File: src/uav_pkg.sv
// Constants and types for the USB and FIFO interrupt autovector block.
// Assumes one processor clock and a synchronous active-high reset.
package uav_pkg;
  localparam int          USB_RANKS      = 32;
  localparam int          FIFO_RANKS     = 14;
  localparam logic [15:0] USB_VEC_ADDR   = 16'h0043;
  localparam logic [15:0] FIFO_VEC_ADDR  = 16'h0053;
  localparam logic [7:0]  USB_CODE_BASE  = 8'h00;
  localparam logic [7:0]  FIFO_CODE_BASE = 8'h80;
  localparam logic [7:0]  CODE_STEP      = 8'h04;
  // Ranks 6, 8, 18, 26, 27, 28 (indices 5, 7, 17, 25, 26, 27) hold no source
  localparam logic [31:0] USB_RESERVED   = 32'h0e02_00a0;
  localparam logic [7:0]  RESET_BYTE     = 8'h00;
  localparam logic        RESET_EN       = 1'b0;

  typedef struct packed {
    logic usb_autovector_enable;
    logic fifo_autovector_enable;
  } uav_setup_t;

  typedef struct packed {
    logic       pending;
    logic [7:0] code;
  } uav_vec_t;
endpackage

File: src/uav_prio_enc.sv
// Priority encoder turning a pending vector into an autovector code.
// Assumes sources from logic on the same clock; lowest index wins.
`timescale 1ns/1ps
module uav_prio_enc #(
  parameter int          N    = 32,
  parameter logic [7:0]  BASE = 8'h00
) (
  input  wire logic [N-1:0] req_i,
  output uav_pkg::uav_vec_t vec_o
);
  always_comb begin
    vec_o.pending = 1'b0;
    vec_o.code    = BASE;
    // Scan downward so the lowest rank number is left standing
    for (int i = N - 1; i >= 0; i--) begin
      if (req_i[i]) begin
        vec_o.pending = 1'b1;
        vec_o.code    = BASE + 8'(i) * uav_pkg::CODE_STEP;
      end
    end
  end
endmodule // uav_prio_enc

File: src/uav_autovector.sv
// Second-level interrupt vectoring for USB and FIFO shared lines.
// Assumes event sources are on clk_i; the core fetches vector bytes by address.
`timescale 1ns/1ps
module uav_autovector (
  input  wire logic                clk_i,
  input  wire logic                rst_i,
  input  wire uav_pkg::uav_setup_t interrupt_setup_reg_i,
  input  wire logic                setup_data_ready_i,
  input  wire logic                start_of_frame_i,
  input  wire logic                setup_token_seen_i,
  input  wire logic                suspend_i,
  input  wire logic                bus_reset_i,
  input  wire logic                control_handshake_acked_i,
  input  wire logic [1:0]          ep0_buffer_i,
  input  wire logic [1:0]          ep1_buffer_i,
  input  wire logic [3:0]          ep_buffer_i,
  input  wire logic                in_bulk_nak_event_i,
  input  wire logic [5:0]          ping_nak_event_i,
  input  wire logic                bus_error_limit_hit_i,
  input  wire logic [3:0]          iso_sequence_error_i,
  input  wire logic [3:0]          programmable_level_flag_i,
  input  wire logic [3:0]          endpoint_empty_flag_i,
  input  wire logic [3:0]          endpoint_full_flag_i,
  input  wire logic                waveform_done_i,
  input  wire logic                waveform_event_i,
  input  wire logic [15:0]         fetch_addr_i,
  input  wire logic [7:0]          fetch_data_i,
  output logic                     usb_shared_irq_o,
  output logic                     fifo_shared_irq_o,
  output logic [7:0]               usb_vector_code_o,
  output logic [7:0]               fifo_vector_code_o,
  output logic [7:0]               fetch_data_o
);
  logic [31:0]       usb_req;
  logic [13:0]       fifo_req;
  uav_pkg::uav_vec_t usb_vec;
  uav_pkg::uav_vec_t fifo_vec;
  logic              usb_irq;
  logic              fifo_irq;
  logic [7:0]        usb_code;
  logic [7:0]        fifo_code;
  logic [7:0]        fetch_data;
  logic              next_usb_irq;
  logic              next_fifo_irq;
  logic [7:0]        next_usb_code;
  logic [7:0]        next_fifo_code;
  logic [7:0]        next_fetch_data;

  // Low operand byte sits two past the jump opcode at the vector
  function automatic logic is_low_byte(input logic [15:0] addr, input logic [15:0] vec);
    return addr == vec + 16'h0002;
  endfunction

  // Rank order by bit index; reserved ranks tied low
  always_comb begin
    usb_req      = '0;
    usb_req[0]   = setup_data_ready_i;
    usb_req[1]   = start_of_frame_i;
    usb_req[2]   = setup_token_seen_i;
    usb_req[3]   = suspend_i;
    usb_req[4]   = bus_reset_i;
    usb_req[6]   = control_handshake_acked_i;
    usb_req[9:8]   = ep0_buffer_i;
    usb_req[11:10] = ep1_buffer_i;
    usb_req[15:12] = ep_buffer_i;
    usb_req[16]    = in_bulk_nak_event_i;
    usb_req[23:18] = ping_nak_event_i;
    usb_req[24]    = bus_error_limit_hit_i;
    usb_req[31:28] = iso_sequence_error_i;
    usb_req = usb_req & ~uav_pkg::USB_RESERVED;
    fifo_req = {waveform_event_i, waveform_done_i, endpoint_full_flag_i,
                endpoint_empty_flag_i, programmable_level_flag_i};
  end

  uav_prio_enc #(
    .N    (uav_pkg::USB_RANKS),
    .BASE (uav_pkg::USB_CODE_BASE)
  ) u_usb_enc (
    .req_i (usb_req),
    .vec_o (usb_vec)
  );

  uav_prio_enc #(
    .N    (uav_pkg::FIFO_RANKS),
    .BASE (uav_pkg::FIFO_CODE_BASE)
  ) u_fifo_enc (
    .req_i (fifo_req),
    .vec_o (fifo_vec)
  );

  // Code held while idle so a late fetch still sees the last winner
  always_comb begin
    next_usb_irq    = usb_vec.pending;
    next_fifo_irq   = fifo_vec.pending;
    next_usb_code   = usb_vec.pending ? usb_vec.code : usb_code;
    next_fifo_code  = fifo_vec.pending ? fifo_vec.code : fifo_code;
    next_fetch_data = fetch_data_i;
    // Page byte one past the opcode is never touched
    if (interrupt_setup_reg_i.usb_autovector_enable &&
        is_low_byte(fetch_addr_i, uav_pkg::USB_VEC_ADDR)) begin
      next_fetch_data = next_usb_code;
    end else if (interrupt_setup_reg_i.fifo_autovector_enable &&
                 is_low_byte(fetch_addr_i, uav_pkg::FIFO_VEC_ADDR)) begin
      next_fetch_data = next_fifo_code;
    end
  end

  always_ff @(posedge clk_i) begin
    if (rst_i) begin
      usb_irq    <= 1'b0;
      fifo_irq   <= 1'b0;
      usb_code   <= uav_pkg::RESET_BYTE;
      fifo_code  <= uav_pkg::FIFO_CODE_BASE;
      fetch_data <= uav_pkg::RESET_BYTE;
    end else begin
      usb_irq    <= next_usb_irq;
      fifo_irq   <= next_fifo_irq;
      usb_code   <= next_usb_code;
      fifo_code  <= next_fifo_code;
      fetch_data <= next_fetch_data;
    end
  end

  assign usb_shared_irq_o   = usb_irq;
  assign fifo_shared_irq_o  = fifo_irq;
  assign usb_vector_code_o  = usb_code;
  assign fifo_vector_code_o = fifo_code;
  assign fetch_data_o       = fetch_data;
endmodule // uav_autovector

File: config.mk
export PLATFORM = sky130hd
export DESIGN_NAME = uav_autovector
export DESIGN_NICKNAME = d
export VERILOG_FILES = /design/src/uav_pkg.sv /design/src/uav_prio_enc.sv /design/src/uav_autovector.sv
export SDC_FILE = /design/constraint.sdc
export NUM_CORES = 1
export LEC_CHECK = 0
export ABC_AREA = 1
export BUFFER_PORTS_ARGS = -buffer_cell sky130_fd_sc_hd__buf_4
export CORE_MARGIN = 8
export CORE_UTILIZATION = 43
export DETAILED_ROUTE_END_ITERATION = 6
export PLACE_DENSITY = 0.87
export SLEW_MARGIN = 20
export SYNTH_ARGS = -nofsm -noshare
export SYNTH_HDL_FRONTEND = slang
export SYNTH_SLANG_ARGS = --single-unit
File: constraint.sdc
create_clock -name clk_i -period 1.64 [get_ports clk_i]
set_clock_uncertainty 0.05 [all_clocks]
set_input_delay 0 -clock clk_i [delete_from_list [all_inputs] [get_ports clk_i]]
set_output_delay 0 -clock clk_i [all_outputs]
set_load 0.01 [all_outputs]
==> out/qor.yml <==
status: "finished, final reports clean"
vias_per_cell: 4.80
crit_family: "buffers and inverters"
syn_area_per_cell_um2: 6.33
diodes: 0
slowest_delay_ps: 550
slew_headroom_pct: 72.0
nets: 422
die-width_um: 75.5
drt_wl_total_um: 5070
worstSkewPairLatency_ps: 320
r2r_slack_ps: 610
gp_congestion: 0.939
pre_cts_ws_ps: -72.4
grt_pass1_vias: 1769
maxSlewViolCount: 0
finalCriticalPeriod_ps: 1490
path_buf_inv: 4
cp_common_cell: "inv_1"
post_drt_wl_per_cell_um: 12.7
slowest_stage: "dlygate4sd3_1"
die_area_um2: 5690
crit_required_ps: 1810
cts_sinks: 26
synth_area_um2: 1520
ys_warn_count: 0
drive_gt1_share_pct: 32.7
synth_area_leader_cell: "dfxtp_1"
tightest_slew_ps: 416
finalSetupViolCount: 0
io_buffers: 93
synth_area_leaders: "dfxtp_1 (34%), nand2_1 (14%), inv_1 (12%)"
ys_types: 28
dp_hpwl_um: 4240
maxCapViolCount: 0
netlist_instances: 240
peakVddDrop_mv: 0.512
fin_area_um2: 2470
fillCellCount: 294
ios: 94
synth_seq_cells: 26
layout_commonest_cell: "buf_4"
setup_slack_ps: 149
ys_seq_area_share_pct: 34.2
cts.htree.levels: 1
root_buffer: "clkbuf_4"
drc_errors: 0
placed_cell_area_um2: 2320
grt_max_degree: 17
chipHeight_um: 75.5
initial_core_util_pct: 45.2
final_cell_mix: "buf_4 (99), nand2_1 (55), inv_1 (48)"
drt_iter0_drc: 85
clock_path_buffers: 2
area_growth_syn_to_layout_pct: 62.6
fmax_mhz: 671
final-hold-violation-count: 0
grt_use_total_pct: 17.5
vias: 1909
p_leak_nw: 1.28
rsz0062_at_grt: "false"
syn-num-nets: 308
cts_made_buffers: 3
path_max_fanout: 4
first_pass_iters: 5
grt_pass1_wl_um: 7720
synth_top_cell_area_share_pct: 34.2
clk_pin_slew_ps: 130
cts_tree: "yes"
path_cells: "buf_4, dlygate4sd3_1, nor3_1, inv_1, nor2_4, nor3_4, a22oi_1, nor2_1, o22ai_1, inv_1"
grt.overflow.total: 0
rows: 21
min_path_type: "input port to flip-flop"
coreArea_um2: 3360
cp-end-kind: "flip-flop"
antenna_found_initial: 0
cp.arrival_ps: 1670
drtAntennaViolNets: 0
min_period_over_period_pct: 90.9
worstSetupPathType: "input port to flip-flop"
power.density_nw_per_um2: 507
critPathLaunchType: "input port"
[final cells by class]
type                            instances  area, um^2  area share, %
Clock buffer                            3        22.5          0.911
Tap cell                               46        57.6           2.33
Sequential cell                        26         520           21.1
Inverter                               50         190           7.70
Multi-Input combinational cell        163         825           33.4
Timing Repair Buffer                  110         856           34.6
[state kept, by name, summed over array words and instances, names as in the netlist]
name and cells:
fifo_shared_irq_o 1, usb_shared_irq_o 1, fetch_data_o 8, usb_vector_code_o 8, fifo_vector_code_o 8
[power breakdown]
group	switching, mW	internal, mW
clock network	0.176	0.0862
registers	0.00688	0.650
logic	0.146	0.188
total	0.328	0.924
[worst register-to-register path, cell delays in order (launching register included)]
cell     delay [ps]
dfxtp_1         350
inv_1            40
o21ai_0         220
nand2_1          80
a31oi_1         130
nand2_1          70
inv_1            40
[cell usage after synthesis, drive strengths merged]
library cell / instances
o31ai: 2
nor4: 6
or4: 1
a22oi: 2
o22ai: 4
nand2: 55
clkbuf: 1
nand3: 11
o21bai: 2
o41ai: 1
dfxtp: 26
a31oi: 1
a32o: 1
o211ai: 1
a21oi: 6
nand4: 4
o21ai: 13
or3: 1
inv: 50
o2111ai: 2
nor2: 39
nor3: 11
[cell families (layout without fill, tap and decap cells)]
group / count (synthesis) / count (layout) / synth area share [%]
AO/OA/AOI/OAI: 35 / 35 / 14.6
buffers and inverters: 51 / 163 / 12.8
flip-flops: 26 / 26 / 34.2
AND/OR/NAND/NOR: 128 / 128 / 38.4
[repair_timing]
action / in CTS / in global routing
hold endpoints to repair: 21 / 0
endpoints found under the setup margin: 0 / 4
gates resized for setup: 0 / 6
hold buffers: 11 / 0
setup buffers: 0 / 0
[per-stage QoR]
stage / power [mW] / instances / hold slack, ps / util [%] / setup TNS [ps]
2_1_floorplan: 0.785 / 240 / 34.1 / - / 0
4_1_cts: 1.25 / 399 / 7.42 / 73.1 / 0
3_5_place_dp: 0.980 / 385 / 253 / 69.1 / -232
5_1_grt: 1.32 / 398 / 20.6 / 73.5 / 0
6_report: 1.25 / 398 / 1.24 / 73.5 / 0
3_3_place_gp: 0.973 / 385 / 236 / 69.1 / -9.83
[per-layer routing]
layer | GRT usage [%] | share of wire (%) | up-vias
met5 | 0 | 0 | -
met4 | 5.12 | 1.3 | 0
met3 | 6.58 | 8.6 | 9
met2 | 30.6 | 52 | 60
met1 | 19.1 | 38 | 838
li1 | - | - | 1002
[path summary, 6_finish.rpt]
path	from	endpoint	cells past startpoint
worst max-delay path	bus_error_limit_hit_i	fetch_data_o[5]	10
worst min-delay path	setup_token_seen_i	usb_vector_code_o[2]	6
worst max register to register	fifo_vector_code_o[2]	fetch_data_o[2]	6
worst min register to register	fifo_vector_code_o[6]	fifo_vector_code_o[6]	2
(Power assumes the default switching activity.)
